===== src/scg_defines.svh =====
`ifndef SCG_DEFINES_SVH
`define SCG_DEFINES_SVH
// Byte offsets on the global register space, big-endian 16-bit words
`define SCG_OFF_RX_ACCEPT  5'h0a
`define SCG_OFF_BRK_REQ    5'h0c
`define SCG_OFF_BUS_CTRL   5'h0e
`define SCG_OFF_WIDTH_AM   5'h10
`define SCG_OFF_TEST_SEL   5'h11
// Reset values
`define SCG_RST_BUS_CTRL   8'hc2
`define SCG_RST_WIDTH_AM   8'hb9
`define SCG_RST_TEST_SEL   8'h00
`define SCG_TEST_SEL_MASK  8'h3f
// Fairness code meaning wait without limit
`define SCG_FAIR_FOREVER   4'hf
`define SCG_FAIR_OFF       4'h0
// Timing in ns
`define SCG_CLK_NS         50
`define SCG_MS_NS          1000000
`define SCG_FAIR_NS        2000
`endif


===== src/scg_pkg.sv =====
package scg_pkg;
  typedef struct packed {
    logic [1:0] request_level_field;
    logic [1:0] release_policy_field;
    logic [3:0] fairness_wait_field;
  } scg_bus_ctrl_t;

  typedef struct packed {
    logic [1:0] transfer_width_field;
    logic [5:0] modifier_code_field;
  } scg_width_am_t;

  typedef struct packed {
    logic        rd;
    logic        wr;
    logic [4:0]  addr;
    logic [1:0]  be;
    logic [15:0] wdata;
  } scg_req_t;

  typedef enum logic [1:0] {
    SCG_RELEASE_ON_REQUEST = 2'h0,
    SCG_RELEASE_WHEN_DONE  = 2'h1,
    SCG_RELEASE_ON_CLEAR   = 2'h2,
    SCG_CAPTURE_AND_HOLD   = 2'h3
  } scg_release_t;

  typedef enum logic [1:0] {
    SCG_WIDTH_32 = 2'h0,
    SCG_WIDTH_8  = 2'h1,
    SCG_WIDTH_16 = 2'h2
  } scg_width_t;
endpackage


===== src/scg_global_regs.sv =====
`include "scg_defines.svh"

// How it works
// - Receive-accept write frees buffer on running channels
// - Bit n belongs to channel n
// - Receive-accept ignored for on-board ring channels
// - Break bit plus trigger sends break on running channels
// - Break bit clears when break starts
// - Break holds spacing for programmed milliseconds
// - Bits 7-6 request level, default 3
// - Bits 5-4 release policy, default 00
// - Fairness wait in 2 us steps; 15 forever
// - Fairness default 0010, one extra step allowed
// - Width code 00/10/01 gives 32/16/8 bits
// - Bits 5-0 drive AM5-AM0 unchanged
// - Width/modifier resets to b9
// - Run-tests trigger runs selected tests, bit5 first
// - Break trigger clears once breaks on all running channels have started
// - Tests end or fail clears run trigger
// - Run bit set clears receive-accept bit
module scg_global_regs #(
  parameter int NCH        = 16,
  parameter int DUR_W      = 8,
  parameter int MS_CYCLES  = `SCG_MS_NS / `SCG_CLK_NS,
  parameter int FAIR_CYC   = `SCG_FAIR_NS / `SCG_CLK_NS
) (
  // Clock and reset
  input  wire logic                         clk_sys,
  input  wire logic                         rst,
  // Register port
  input  wire scg_pkg::scg_req_t            reg_req,
  output logic [15:0]                       reg_rdata_r,
  output logic                              reg_ack_r,
  // Channel engines
  input  wire logic [NCH-1:0]               run_bits,
  input  wire logic [NCH-1:0]               run_set,
  input  wire logic [NCH-1:0]               onboard_ring_select,
  input  wire logic [NCH-1:0]               rx_taken,
  input  wire logic [NCH-1:0][DUR_W-1:0]    break_duration,
  output logic [NCH-1:0]                    break_line_r,
  output logic [NCH-1:0]                    rx_accept_r,
  // Break trigger
  input  wire logic                         send_break_set,
  output logic                              send_break_trigger_r,
  // Bus master
  input  wire logic                         need_bus,
  input  wire logic                         bus_busy_other,
  input  wire logic                         bus_granted,
  output logic                              bus_request_r,
  output scg_pkg::scg_bus_ctrl_t            bus_ctrl_r,
  output scg_pkg::scg_width_am_t            width_am_r,
  // Self test
  input  wire logic                         run_tests_set,
  input  wire logic                         test_done,
  input  wire logic                         test_fail,
  output logic                              run_tests_trigger_r,
  output logic                              test_start_r,
  output logic [2:0]                        test_id_r,
  output logic                              test_failed_r
);
  import scg_pkg::*;

  typedef enum logic [1:0] {BR_IDLE, BR_WAIT, BR_REQ} scg_bus_st_t;
  typedef enum logic [1:0] {TS_IDLE, TS_PICK, TS_WAIT} scg_test_st_t;
  logic [NCH-1:0]   brk_req_r;
  logic [7:0]       test_sel_r;
  logic [DUR_W:0]   brk_cnt_r [NCH];
  logic [NCH-1:0]   brk_start;
  logic [31:0]      ms_div_r;
  logic             ms_tick_r;
  logic [31:0]      fair_div_r;
  logic             fair_tick_r;
  logic [3:0]       fair_cnt_r;
  scg_bus_st_t      bus_st_r;
  scg_test_st_t     test_st_r;
  logic [5:0]       test_left_r;
  logic             wr_hi;
  logic             wr_lo;
  logic [4:0]       word_addr;
  function automatic logic hit(input logic [4:0] a, input logic [4:0] off);
    hit = (a[4:1] == off[4:1]);
  endfunction
  function automatic logic [2:0] top_bit(input logic [5:0] m);
    top_bit = 3'h0;
    for (int i = 0; i < 6; i++) begin
      if (m[i]) top_bit = 3'(i);
    end
  endfunction
  // Even byte is the upper lane on this big-endian bus
  assign word_addr = {reg_req.addr[4:1], 1'b0};
  assign wr_hi     = reg_req.wr && reg_req.be[1];
  assign wr_lo     = reg_req.wr && reg_req.be[0];

  // Read data and acknowledge, one cycle after the strobe
  always_ff @(posedge clk_sys) begin
    if (rst) begin
      reg_rdata_r <= 16'h0000;
      reg_ack_r   <= 1'b0;
    end else begin
      reg_ack_r <= reg_req.rd || reg_req.wr;
      if (reg_req.rd) begin
        if (hit(word_addr, `SCG_OFF_RX_ACCEPT))
          reg_rdata_r <= rx_accept_r;
        else if (hit(word_addr, `SCG_OFF_BRK_REQ))
          reg_rdata_r <= brk_req_r;
        else if (hit(word_addr, `SCG_OFF_BUS_CTRL))
          reg_rdata_r <= {bus_ctrl_r, 8'h00};
        else if (hit(word_addr, `SCG_OFF_WIDTH_AM))
          reg_rdata_r <= {width_am_r, test_sel_r & `SCG_TEST_SEL_MASK};
        else
          reg_rdata_r <= 16'h0000;
      end
    end
  end

  // Receive-accept bits; writes outside running, non-ring channels do nothing
  generate
    for (genvar c = 0; c < NCH; c++) begin : g_rx
      always_ff @(posedge clk_sys) begin
        if (rst) begin
          rx_accept_r[c] <= 1'b0;
        end else if (hit(word_addr, `SCG_OFF_RX_ACCEPT) && (c < 8 ? wr_lo : wr_hi)
                     && run_bits[c] && !onboard_ring_select[c]) begin
          rx_accept_r[c] <= reg_req.wdata[c];
        end else if (run_set[c] || rx_taken[c]) begin
          rx_accept_r[c] <= 1'b0;
        end
      end
    end
  endgenerate
  // Millisecond divider shared by all break timers
  always_ff @(posedge clk_sys) begin
    if (rst) begin
      ms_div_r  <= 32'h0;
      ms_tick_r <= 1'b0;
    end else begin
      ms_tick_r <= (ms_div_r == 32'(MS_CYCLES - 1));
      ms_div_r  <= (ms_div_r == 32'(MS_CYCLES - 1)) ? 32'h0 : ms_div_r + 32'h1;
    end
  end

  // Break requests and per-channel timers
  generate
    for (genvar c = 0; c < NCH; c++) begin : g_brk
      assign brk_start[c] = send_break_trigger_r && brk_req_r[c] && run_bits[c]
                            && (brk_cnt_r[c] == '0);
      always_ff @(posedge clk_sys) begin
        if (rst) begin
          brk_req_r[c] <= 1'b0;
        end else if (hit(word_addr, `SCG_OFF_BRK_REQ) && (c < 8 ? wr_lo : wr_hi)) begin
          brk_req_r[c] <= reg_req.wdata[c];
        end else if (brk_start[c]) begin
          brk_req_r[c] <= 1'b0;
        end
      end
      // One extra ms so the free-running tick never shortens the break
      always_ff @(posedge clk_sys) begin
        if (rst) begin
          brk_cnt_r[c]    <= '0;
          break_line_r[c] <= 1'b0;
        end else begin
          if (brk_start[c])
            brk_cnt_r[c] <= {1'b0, break_duration[c]} + (DUR_W+1)'(1);
          else if (ms_tick_r && brk_cnt_r[c] != '0)
            brk_cnt_r[c] <= brk_cnt_r[c] - (DUR_W+1)'(1);
          break_line_r[c] <= brk_start[c] ||
                             (brk_cnt_r[c] > (DUR_W+1)'(1)) ||
                             (brk_cnt_r[c] == (DUR_W+1)'(1) && !ms_tick_r);
        end
      end
    end
  endgenerate

  // Global break trigger; a new set wins over the automatic clear
  always_ff @(posedge clk_sys) begin
    if (rst)
      send_break_trigger_r <= 1'b0;
    else if (send_break_set)
      send_break_trigger_r <= 1'b1;
    else if (send_break_trigger_r && (brk_req_r & run_bits) == '0 && brk_start == '0)
      send_break_trigger_r <= 1'b0;
  end

  // Bus-master control, width/modifier and test-select bytes
  always_ff @(posedge clk_sys) begin
    if (rst) begin
      bus_ctrl_r <= `SCG_RST_BUS_CTRL;
      width_am_r <= `SCG_RST_WIDTH_AM;
      test_sel_r <= `SCG_RST_TEST_SEL;
    end else begin
      if (hit(word_addr, `SCG_OFF_BUS_CTRL) && wr_hi)
        bus_ctrl_r <= reg_req.wdata[15:8];
      if (hit(word_addr, `SCG_OFF_WIDTH_AM) && wr_hi)
        width_am_r <= reg_req.wdata[15:8];
      if (hit(word_addr, `SCG_OFF_TEST_SEL) && wr_lo)
        test_sel_r <= reg_req.wdata[7:0] & `SCG_TEST_SEL_MASK;
    end
  end
  // Free-running 2 us tick, so a wait may run one step long
  always_ff @(posedge clk_sys) begin
    if (rst) begin
      fair_div_r  <= 32'h0;
      fair_tick_r <= 1'b0;
    end else begin
      fair_tick_r <= (fair_div_r == 32'(FAIR_CYC - 1));
      fair_div_r  <= (fair_div_r == 32'(FAIR_CYC - 1)) ? 32'h0 : fair_div_r + 32'h1;
    end
  end

  // Fair bus request
  always_ff @(posedge clk_sys) begin
    if (rst) begin
      bus_st_r      <= BR_IDLE;
      fair_cnt_r    <= 4'h0;
      bus_request_r <= 1'b0;
    end else begin
      unique case (bus_st_r)
        BR_IDLE: begin
          if (need_bus) begin
            if (bus_busy_other && bus_ctrl_r.fairness_wait_field != `SCG_FAIR_OFF) begin
              bus_st_r   <= BR_WAIT;
              fair_cnt_r <= bus_ctrl_r.fairness_wait_field;
            end else begin
              bus_st_r      <= BR_REQ;
              bus_request_r <= 1'b1;
            end
          end
        end
        BR_WAIT: begin
          if (!need_bus) begin
            bus_st_r <= BR_IDLE;
          end else if (!bus_busy_other || (fair_cnt_r == 4'h0 && fair_tick_r)) begin
            bus_st_r      <= BR_REQ;
            bus_request_r <= 1'b1;
          end else if (fair_tick_r && fair_cnt_r != `SCG_FAIR_FOREVER) begin
            fair_cnt_r <= fair_cnt_r - 4'h1;
          end
        end
        BR_REQ: begin
          if (bus_granted || !need_bus) begin
            bus_st_r      <= BR_IDLE;
            bus_request_r <= 1'b0;
          end
        end
      endcase
    end
  end

  // Self-test sequencer, highest selected bit first
  always_ff @(posedge clk_sys) begin
    if (rst) begin
      test_st_r           <= TS_IDLE;
      test_left_r         <= 6'h00;
      run_tests_trigger_r <= 1'b0;
      test_start_r        <= 1'b0;
      test_id_r           <= 3'h0;
      test_failed_r       <= 1'b0;
    end else begin
      test_start_r <= 1'b0;
      unique case (test_st_r)
        TS_IDLE: begin
          if (run_tests_set) begin
            run_tests_trigger_r <= 1'b1;
            test_failed_r       <= 1'b0;
            test_left_r         <= test_sel_r[5:0];
            test_st_r           <= TS_PICK;
          end
        end
        TS_PICK: begin
          if (test_left_r == 6'h00) begin
            run_tests_trigger_r <= 1'b0;
            test_st_r           <= TS_IDLE;
          end else begin
            test_id_r    <= top_bit(test_left_r);
            test_start_r <= 1'b1;
            test_st_r    <= TS_WAIT;
          end
        end
        TS_WAIT: begin
          if (test_done) begin
            test_left_r[test_id_r] <= 1'b0;
            if (test_fail) begin
              test_failed_r       <= 1'b1;
              run_tests_trigger_r <= 1'b0;
              test_st_r           <= TS_IDLE;
            end else begin
              test_st_r <= TS_PICK;
            end
          end
        end
      endcase
    end
  end
endmodule


===== config.mk =====
export PLATFORM = sky130hd
export DESIGN_NAME = scg_global_regs
export DESIGN_NICKNAME = d
export VERILOG_FILES = /design/src/scg_pkg.sv /design/src/scg_global_regs.sv
export VERILOG_INCLUDE_DIRS = /design/src
export SDC_FILE = /design/constraint.sdc
export NUM_CORES = 1
export LEC_CHECK = 0
export BUFFER_PORTS_ARGS = -buffer_cell sky130_fd_sc_hd__buf_2
export CAP_MARGIN = 20
export CELL_PAD_IN_SITES_DETAIL_PLACEMENT = 0
export CELL_PAD_IN_SITES_GLOBAL_PLACEMENT = 1
export CORE_AREA = 3 3 210 212
export CTS_CLUSTER_DIAMETER = 150
export DETAILED_ROUTE_END_ITERATION = 8
export DIE_AREA = 0 0 213 215
export PLACE_DENSITY = 0.92
export SKIP_CTS_REPAIR_TIMING = 1
export SLEW_MARGIN = 20
export SYNTH_ARGS = -nofsm -noshare
export SYNTH_HDL_FRONTEND = slang
export SYNTH_SLANG_ARGS = --single-unit

===== constraint.sdc =====
create_clock -name clk_sys -period 3.6 [get_ports clk_sys]
set_clock_uncertainty 0.2 [all_clocks]
set_input_delay 0.36 -clock clk_sys [delete_from_list [all_inputs] [get_ports clk_sys]]
set_output_delay 0.36 -clock clk_sys [all_outputs]
set_load 0.05 [all_outputs]

-- Word level (Yosys, flattened, before mapping)
Memories as Yosys holds them, arrays and structs flattened.
Cells that the tools add are included.
- muxes and demuxes: 259
- bitwise logic cells: 37
- $add $sub $neg: 35
- equal/unequal tests: 40
- reduce and logical (&&, ||, !) cells: 282
- magnitude comparators: 18
- operators with widths (cell ; count):
    two-way mux 9 bit ; 32
    two-way mux 1 bit ; 196
    adder 8 x 1 -> 9 bit, second input constant ; 16
    equality test 9 x 1 -> 1 bit, second input constant ; 16
    > comparator 9 x 1 -> 1 bit, second input constant ; 16
    zero test 9 bit ; 16
    nonzero test 9 bit ; 16
    subtractor 9 x 1 -> 9 bit, second input constant ; 16
    logical AND 1 bit ; 127
    nonzero test 2 bit ; 35
    adder 32 x 1 -> 32 bit, second input constant ; 2
    two-way mux 16 bit ; 4
    logical OR 1 bit ; 51
    equality test 32 x 15 -> 1 bit, second input constant ; 1
    equality test 32 x 6 -> 1 bit, second input constant ; 1
    zero test 16 bit ; 2
    bitwise OR 1 bit ; 32
    inequality test 2 bit, second input constant ; 12
    two-way mux 4 bit ; 5
    zero test 1 bit ; 19
    bitwise AND 16 bit ; 1
    two-way mux 2 bit ; 8
    equality test 4 x 3 -> 1 bit, second input constant ; 3
    two-way mux 3 bit ; 4
    28 further kinds ; 40
- output and inout bits: 73
- flip-flop bits (word level): 175
- RAM bits: 144
- memories kept: 1
- bits of input ports: 226
- logic and storage cells: 742
- memory list (name ; depth ; bits a word ; read ports ; clocked after memory_dff ; write ports ; line ; text):
    brk_cnt_r ; 16 ; 9 ; 16 ; 0 ; 16 ; scg_global_regs.sv:67 ; logic [DUR_W:0] brk_cnt_r [NCH];

-- Longest topological paths before layout
Gate-level depths: netlist of run 1.
- word-level depth: 8
- gate-level depth with buffers: 8

-- Worst setup path after synthesis of run 1
No wires, ideal clock.
- path type: reg-to-reg
- start point: mem brk_cnt_r[0][23] (netlist name)
- end point: mem brk_cnt_r[0][18] (netlist name) (enable)
- arrival time: 1920 ps
- period minus slack after synthesis: 2499 ps
- buffers on the path: 0
- setup time: 379 ps
- cell stages (with the launch flop): 5
- path slack: 1101 ps
- cell sequence: edfxtp_1 > or4_1 > nor4_2 > nand2_1 > o211ai_1
- RTL lines (what ; line):
    start: declaration ; scg_global_regs.sv:67

-- Final worst setup path of run 1
- start point: in reg_req[19] (netlist name)
- end point: reg rx_accept_r[10]
- cells in the longest elaborated chain, start to end: 5
- RTL lines (what ; line ; text):
    start: declaration ; scg_global_regs.sv:31 ; input wire scg_pkg::scg_req_t reg_req,
    equality test 4 x 3 -> 1 bit * ; scg_global_regs.sv:81 ; hit = (a[4:1] == off[4:1]);
    logical AND 1 bit * (3 in a row) ; scg_global_regs.sv:122 ; end else if (hit(word_addr, `SCG_OFF_RX_ACCEPT) && (c < 8 ? wr_lo : wr_hi)
    two-way mux 1 bit or nonzero test 2 bit (tied branches) ; - ;
    end signal: indexed assignment ; scg_global_regs.sv:124 ; rx_accept_r[c] <= reg_req.wdata[c];
    end: declaration ; scg_global_regs.sv:41 ; output logic [NCH-1:0] rx_accept_r,
Every way passes the cells marked *; elsewhere a longest branch is shown, timed or not.
A chain may end at the register's enable or synchronous reset.

==> flow_summary.toml, run 1 <==
[placement]
finalWeightedCongestion = 0.895
pre_cts_slack_ps = 472
dp_hpwl_um = 42400
io_buffers = 297

[logic_synthesis]
synth_most_common_cell = "dfxtp_1"
synthTopCellsByCount = "dfxtp_1, nor2_1, edfxtp_1"
synth_xor_area_frac = 0.107
synth_fa_ha_area_frac = 0.0504
synth_top_area_frac = 0.232
ys_types = 65
ys_warn_count = 0
synth_top_family_by_area = "simple AND/OR/NAND/NOR gates"
syn-mean-instance-area_um2 = 9.32
yosysSeqAreaShare = 0.420
synth_compound_area_frac = 0.138
synth_fp_nets = 2301
async_reset_ff_frac = 0
synth_edf_count = 144
synthSimpleGateAreaFrac = 0.233
synthMuxAreaShare = 0.0193
synthTopCellsByArea = "edfxtp_1, dfxtp_1, xnor2_1"
synth_cells = 2000
syn-cell-area_mm2 = 0.0186
synth-seq-cells = 319
synth_ff_type = "dfxtp_1"
synth_top_area_cell = "edfxtp_1"

[worst_setup_path]
worstReg2RegEnd = "brk_cnt_r[0][59]"
cp-endpoint = "rx_accept_r[10]"
crit_top_cell = "dlygate4sd3_1"
crit_chain = "buf_2, nand4bb_1, buf_4, nor4b_1, mux2i_1, dlygate4sd3_1, nor2_1, dlygate4sd3_1"
ff2ff_setup_slack_ps = 760
cp-start-kind = "input port"
critPathKind = "in -> reg"
cp.required_ps = 3840
crit_arrival_ps = 3240
critPathSlowestCell = "dlygate4sd3_1"
cp-startpoint = "reg_req[19]"
r2r-start = "ms_tick_r"
reg2reg_depth = 3
critical_path.max_stage_delay_ps = 560
critPathCaptureType = "register"
critPathMaxFanout = 14

[cts]
clockRootBuffer = "clkbuf_16"
clkTransAtPathRegs_ps = 60
cts_buffers = 37
cts_max_level = 2
cts.sinks = 319
cts_tree = "yes"
clock_latency_ps = 560
ctsLongestPathBuffers = 3

[timing]
finalCritPeriodShare = 0.832
clock.fmax_mhz = 334
worst_pin_slew_ps = 1170
worst_hold_slack_ps = -28.6
setup_viol = 0
finalHoldViolCount = 2
finalSetupTns_ps = 0
period_needed_ps = 3000
finalMaxSlewViolations = 0
max_slew_margin = 0.213
worst_slack_ps = 604
grt_setup_unrepaired = "no"

[floorplan]
fp.coreArea_mm2 = 0.0421
chipHeight_um = 215
fp.dieW_um = 213
start_util = 0.442
rows = 75
die_area_mm2 = 0.0458
ios = 299

[route]
drc = 0
drt_iter0_markers = 1026
ant_nets = 0
routedWlPerCell_um = 19.6
firstDrtPassIters = 5
routed_via_density = 5.92
vias = 17339
drt_wl_total_um = 57600

[global_route]
grt_first_pass_wirelength_um = 86200
grt_overflow = 0
antenna_found_initial = 3
grt.total_usage = 0.235
grt_pass1_vias = 16283
grt_max_degree = 46

[pwr]
p_leak_uw = 0.00821
comb_power_share = 0.118
powerDensity_mw_per_mm2 = 385
p_sw_uw = 2270
ir_drop_v = 0.000267
sw_frac_of_total = 0.260
seqPwrFrac = 0.456
p_int_uw = 6450
clkPwrFrac = 0.425

[min_path]
worstHoldPathType = "in -> reg"

[outcome]
status = "complete, but fails checks"
violations = "hold timing"

[layout]
syn2layout_area_growth_pct = 21.5
drive_gt1_frac = 0.171
fin_nets = 2660

[run]
cap_violations = 0
[metrics by stage]
step                       util  instances  instance area [um2]  total power [uW]
after CTS                 0.519       2851                21900              8740
after global placement    0.491       2783                20700              5000
after floorplan               -       2000                18600              4610
final                     0.537       2930                22600              8720
after detailed placement  0.491       2783                20700              5030
after global routing      0.537       2929                22600              9040
[cells in the final DEF, fill, tap and decap left out, drive strengths merged, types with 24 or more instances in the layout]
| master | instances |
|---|---|
| a21oi | 83 |
| and3 | 24 |
| and4 | 25 |
| buf | 317 |
| clkbuf | 59 |
| dfxtp | 175 |
| dlygate4sd3 | 76 |
| edfxtp | 144 |
| ha | 75 |
| inv | 84 |
| mux2i | 36 |
| nand2 | 140 |
| nand3 | 113 |
| nand4 | 63 |
| nor2 | 152 |
| nor3 | 64 |
| nor4 | 51 |
| o21ai | 47 |
| o22ai | 138 |
| o31ai | 34 |
| or4 | 47 |
| xnor2 | 126 |
| xor2 | 101 |
[final cells by class]
class / count / area [um2]
Multi-Input combinational cell: 1525 / 10200
Tap cell: 539 / 674
Timing Repair Buffer: 393 / 2400
Clock inverter: 9 / 103
Inverter: 83 / 312
Fill cell: 3745 / 19500
Clock buffer: 59 / 1090
Sequential cell: 319 / 7830
Antenna cell: 3 / 7.51
[per-layer routing]
| metal | GRT usage | share of wire | vias up |
|---|---|---|---|
| li1 | - | - | 8283 |
| met1 | 0.297 | 0.41 | 8357 |
| met2 | 0.389 | 0.47 | 571 |
| met3 | 0.0575 | 0.078 | 126 |
| met4 | 0.0874 | 0.040 | 2 |
| met5 | 0 | 0.00030 | - |
[sequential cells by signal (all words and copies together), names as in the netlist, 4 cells and up]
name / count
brk_cnt_r: 144
bus_ctrl_r: 8
test_sel_r: 6
fair_cnt_r: 4
reg_rdata_r: 16
fair_div_r: 32
break_line_r: 16
ms_div_r: 32
brk_req_r: 16
rx_accept_r: 16
test_left_r: 6
width_am_r: 8
[kinds of logic (layout without fill, tap and decap cells)]
family                     Yosys count  after routing
buffers and inverters              156            544
AOI/OAI and AO/OA                  397            397
adders and majority gates           75             75
xor gates and xnor gates           227            227
other                                0              3
DFF                                319            319
muxes                               36             36
and+or+nand+nor                    790            790
[worst max-delay path, delay by kind of cell]
kind          cells  cell delay (ps)
mux               1              230
buf+inv           4             1770
simple gates      3              860
[power groups by stage]
| stage | registers [uW] | clock network (uW) | logic, uW |
|---|---|---|---|
| 2_1_floorplan | 4120 | 0 | 486 |
| 3_3_place_gp | 4050 | 0 | 954 |
| 3_5_place_dp | 4050 | 0 | 974 |
| 4_1_cts | 3980 | 3780 | 981 |
| 5_1_grt | 3990 | 3920 | 1120 |
| 6_report | 3980 | 3710 | 1030 |
[worst min path at each step]
stage	start	endpoint	slack, ps	cells after the start
after floorplan	ms_div_r[0]	ms_div_r[0]	230	1
after global placement	ms_div_r[0]	ms_div_r[0]	240	1
after detailed placement	ms_div_r[0]	ms_div_r[0]	260	1
after CTS	reg_req[6]	brk_req_r[6]	-150	3
after global routing	reg_req[14]	bus_ctrl_r[6]	-3	3
final	run_set[12]	rx_accept_r[12]	-30	4
Power figures use the tool's default switching activity.
==> inputs of run 2 (changes only) <==
--- a/config.mk
+++ b/config.mk
@@ -10,11 +10,11 @@
 export CAP_MARGIN = 20
 export CELL_PAD_IN_SITES_DETAIL_PLACEMENT = 0
 export CELL_PAD_IN_SITES_GLOBAL_PLACEMENT = 1
-export CORE_AREA = 3 3 210 212
+export CORE_AREA = 3 3 220 222
 export CTS_CLUSTER_DIAMETER = 150
 export DETAILED_ROUTE_END_ITERATION = 8
-export DIE_AREA = 0 0 213 215
-export PLACE_DENSITY = 0.92
+export DIE_AREA = 0 0 223 225
+export PLACE_DENSITY = 0.88
 export SKIP_CTS_REPAIR_TIMING = 1
 export SLEW_MARGIN = 20
 export SYNTH_ARGS = -nofsm -noshare
==> constraint.sdc (replaced) <==
create_clock -name clk_sys -period 2.5 [get_ports clk_sys]
set_clock_uncertainty 0.2 [all_clocks]
set_input_delay 0.25 -clock clk_sys [delete_from_list [all_inputs] [get_ports clk_sys]]
set_output_delay 0.25 -clock clk_sys [all_outputs]
set_load 0.05 [all_outputs]
==> run 2 against run 1 <==
  * The run still ends with hold timing left
  * Final cell count is 8.4% higher
  * Setup slack lost 530 ps
  * First-iteration DRC count increased by 40%
  * Critical endpoint is now brk_cnt_r[0][31]
==> flow_summary.toml, run 2 (same netlist as run 1, synthesis figures left out) <==
[outcome]
status = "complete, but fails checks"
violations = "hold timing"

[cts]
clkTransAtPathRegs_ps = 60
cts_buffers = 37
cts_tree = "yes"
ctsLongestPathBuffers = 3
clockRootBuffer = "clkbuf_16"
cts.sinks = 319
cts_max_level = 2
clock_latency_ps = 560

[timing]
grt_setup_unrepaired = "no"
worst_hold_slack_ps = -29.0
finalMaxSlewViolations = 0
finalHoldViolCount = 11
finalCritPeriodShare = 0.970
worst_pin_slew_ps = 713
finalSetupTns_ps = 0
clock.fmax_mhz = 412
setup_viol = 0
max_slew_margin = 0.524
period_needed_ps = 2420

[placement]
io_buffers = 297
dp_hpwl_um = 44300
finalWeightedCongestion = 0.880

[worst_setup_path]
cp.required_ps = 2570
critPathCaptureType = "register"
worstReg2RegEnd = "brk_cnt_r[0][31]"
ff2ff_setup_slack_ps = 80
cp-start-kind = "register"
r2r-start = "brk_cnt_r[0][28]"
critPathKind = "reg -> reg"
critPathMaxFanout = 9
crit_arrival_ps = 2490
reg2reg_depth = 6

[pwr]
p_leak_uw = 0.00902
total_power_uw = 12800
powerDensity_mw_per_mm2 = 524
ir_drop_v = 0.000414

[run]
cap_violations = 0

[layout]
fillers = 4107
syn2layout_area_growth_pct = 31.0
reg_top3 = "brk_cnt_r (144), fair_div_r (32), ms_div_r (32)"
largest_register_ffs = 144
layout_commonest_cell = "buf_2"
fin_util = 0.524
fin_nets = 2838
regMostFlops = "brk_cnt_r"
drive_gt1_frac = 0.192
layout_common_cells = "buf_2, dlygate4sd3_1, dfxtp_1"

[min_path]
holdPathEnd = "brk_cnt_r[0][37]"
worstHoldPathType = "in -> reg"
min_path_cells = 4
min_from = "break_duration[33]"

[route]
firstDrtPassIters = 5
drt_iter0_markers = 1437
drt_wl_total_um = 61400
drc = 0
ant_nets = 0
routed_via_density = 5.67
vias = 18011
routedWlPerCell_um = 19.3

[floorplan]
rows = 79
ios = 299
fp.coreArea_mm2 = 0.0466
chipHeight_um = 225
start_util = 0.400
fp.dieW_um = 223
die_area_mm2 = 0.0502

[global_route]
grt_pass1_vias = 16487
grt_first_pass_wirelength_um = 88900
grt.total_usage = 0.221
grt_max_degree = 43
grt_overflow = 0
antenna_found_initial = 4
==> run 2: per-stage QoR <==
| stage | cell area (um2) | cells | setup WS, ps |
|---|---|---|---|
| CTS | 22500 | 2982 | 13.1 |
| finish | 24400 | 3176 | 75.5 |
| global route | 24400 | 3174 | 9.95 |
| floorplan | 18600 | 2000 | 1.46 |
| detailed placement | 21300 | 2915 | 32.5 |
| global placement | 21300 | 2915 | 93.3 |
==> run 2: where the power goes <==
part	internal (uW)	switching (uW)
registers	5590	136
logic	717	956
clock network	3110	2280
==> run 2: layout make-up <==
class	count	area [um2]	area share
well taps	607	759	0.0311
clock inverters	15	97.6	0.00400
diodes	4	10.0	0.000410
clock buffers	52	1110	0.0454
inverters	83	312	0.0128
repair buffers	571	4030	0.165
multi-input cells	1525	10300	0.420
flip-flops and latches	319	7830	0.321
==> run 2: worst max-delay path by stage <==
stage                           from  cells past startpoint          endpoint
detailed placement  brk_cnt_r[1][23]                      4  brk_cnt_r[1][24]
floorplan           brk_cnt_r[0][23]                      4  brk_cnt_r[0][18]
finish              brk_cnt_r[0][28]                      6  brk_cnt_r[0][31]
global placement    brk_cnt_r[0][28]                      6  brk_cnt_r[0][29]
global route         brk_cnt_r[0][3]                      4   brk_cnt_r[0][0]
CTS                 brk_cnt_r[1][23]                      4  brk_cnt_r[1][24]
==> run 2: critical path: stages (launching register included) <==
cell and delay [ps]:
edfxtp_1 390, inv_1 120, ha_1 180, or3b_2 490, or4_4 510, nand3_2 110
buf_12 130
==> run 2: metal layers <==
layer  up-vias  wire (um)  GRT usage  share of wire
li1       8637          -          -              -
met1      8595      25100      0.277           0.41
met2       627      29200      0.377           0.48
met3       148       4720     0.0499          0.077
met4         4       2300     0.0763          0.037
met5         -         31          0        0.00050
==> inputs of run 3 (changes only) <==
--- a/config.mk
+++ b/config.mk
@@ -14,7 +14,7 @@
 export CTS_CLUSTER_DIAMETER = 150
 export DETAILED_ROUTE_END_ITERATION = 8
 export DIE_AREA = 0 0 223 225
-export PLACE_DENSITY = 0.88
+export PLACE_DENSITY = 0.8
 export SKIP_CTS_REPAIR_TIMING = 1
 export SLEW_MARGIN = 20
 export SYNTH_ARGS = -nofsm -noshare
==> run 3 against run 2 <==
  * The flow still finishes with violations (hold timing)
  * Hold slack got worse by 19 ps
  * Die area did not move
  * Non-clock buffer count decreased by 12
  * Utilization decreased by 0.11 points
  * Sequential cell count did not move
  * Global-route usage is 0.34 points higher
  * Setup slack lost 8.6 ps
  * Critical path type unchanged
  * Largest cell class unchanged
  * Highest routed layer unchanged
==> flow_summary.toml, run 3 (same netlist as run 1, synthesis figures left out) <==
[cts]
clock_latency_ps = 560
clockRootBuffer = "clkbuf_16"
clkTransAtPathRegs_ps = 60
ctsLongestPathBuffers = 3
cts_tree = "yes"
cts_buffers = 39
cts_max_level = 2
cts.sinks = 319

[floorplan]
chipHeight_um = 225
fp.dieW_um = 223
fp.coreArea_mm2 = 0.0466
rows = 79
start_util = 0.400
die_area_mm2 = 0.0502
ios = 299

[route]
drt_iter0_markers = 1428
routed_via_density = 5.67
ant_nets = 0
drc = 0
vias = 17972
routedWlPerCell_um = 19.2
firstDrtPassIters = 5
drt_wl_total_um = 60800

[global_route]
grt_pass1_vias = 16581
use_met2 = 0.367
grt.total_usage = 0.224
grt_max_degree = 63
use_met3 = 0.0501
antenna_found_initial = 5
grt_overflow = 0
grt_first_pass_wirelength_um = 90400
top_usage_layer = "met2"
gr-usage-met1 = 0.289

[timing]
max_slew_margin = 0.416
worst_pin_slew_ps = 871
worst_hold_slack_ps = -47.5
finalHoldViolCount = 17
grt_setup_unrepaired = "no"
finalCritPeriodShare = 0.973
setup_viol = 0
finalSetupTns_ps = 0
clock.fmax_mhz = 411
period_needed_ps = 2430
finalMaxSlewViolations = 0

[worst_setup_path]
critPathMaxFanout = 6
cp-start-kind = "register"
crit_chain = "inv_2, ha_1, or3b_2, or4_4, nand3_2, buf_4"
critPathCaptureType = "register"
critical_path.max_stage_delay_ps = 510
crit_arrival_ps = 2490
ff2ff_setup_slack_ps = 70
cp.required_ps = 2560
critPathSlowestCell = "or4_4"
critPathKind = "reg -> reg"

[run]
cap_violations = 0

[layout]
layout_commonest_cell = "buf_2"
regMostFlops = "brk_cnt_r"
reg_top3 = "brk_cnt_r (144), fair_div_r (32), ms_div_r (32)"
largest_register_ffs = 144
fin_nets = 2828
syn2layout_area_growth_pct = 30.7
layout_common_cells = "buf_2, dlygate4sd3_1, dfxtp_1"
instances_no_fill = 3167
drive_gt1_frac = 0.192
fillers = 4230

[placement]
dp_hpwl_um = 44400
finalWeightedCongestion = 0.891
io_buffers = 297
placed_cells = 2912

[pwr]
ir_drop_v = 0.000379
p_leak_uw = 0.00898
powerDensity_mw_per_mm2 = 534

[outcome]
violations = "hold timing"
status = "complete, but fails checks"

[min_path]
worstHoldPathType = "in -> reg"
run 3: path summary, 6_finish.rpt:
| kind | startpoint | to | cells after the start |
|---|---|---|---|
| worst max-delay path | brk_cnt_r[0][28] | brk_cnt_r[0][29] | 6 |
| worst min-delay path | break_duration[82] | brk_cnt_r[1][20] | 3 |
| worst max register to register | brk_cnt_r[0][28] | brk_cnt_r[0][29] | 6 |
| worst min register to register | ms_div_r[0] | ms_div_r[0] | 1 |
run 3: final cells by class:
| cell class | count | area [um2] | share of cell area |
|---|---|---|---|
| Clock buffer | 53 | 1110 | 0.0457 |
| Timing Repair Buffer | 559 | 3910 | 0.161 |
| Multi-Input combinational cell | 1525 | 10300 | 0.422 |
| Sequential cell | 319 | 7830 | 0.321 |
| Antenna cell | 4 | 10.0 | 0.000411 |
| Inverter | 83 | 312 | 0.0128 |
| Clock inverter | 17 | 146 | 0.00601 |
| Tap cell | 607 | 759 | 0.0312 |
run 3: critical path: cells and delay by family (launching register included):
kind,cells,cell delay (ps)
adder cells (fa/ha/maj),1,180
AND/OR/NAND/NOR,3,1110
flip-flops,1,400
buffers and inverters,2,250
run 3: stage by stage:
| stage | power [uW] | hold WS [ps] | instance area [um2] | utilization | setup WS [ps] |
|---|---|---|---|---|---|
| finish | 13000 | -47.5 | 24300 | 0.523 | 66.8 |
| global route | 13500 | -2.41 | 24300 | 0.523 | 13.4 |
| CTS | 12900 | -261 | 22500 | 0.483 | 11.1 |
| detailed placement | 7280 | 255 | 21200 | 0.456 | 15.9 |
| global placement | 7250 | 241 | 21200 | 0.456 | 91.1 |
| floorplan | 6630 | 174 | 18600 | - | 1.46 |
run 3: per-layer routing:
metal  part of all wire  wire length, um
met4              0.035             2160
met3              0.076             4600
met2               0.47            28600
met1               0.42            25500
met5            0.00053               32
run 3: power breakdown:
group          total (uW)  internal [uW]  switching (uW)
Sequential           5720           5590             138
Clock                5630           3330            2300
Combinational        1650            708             947
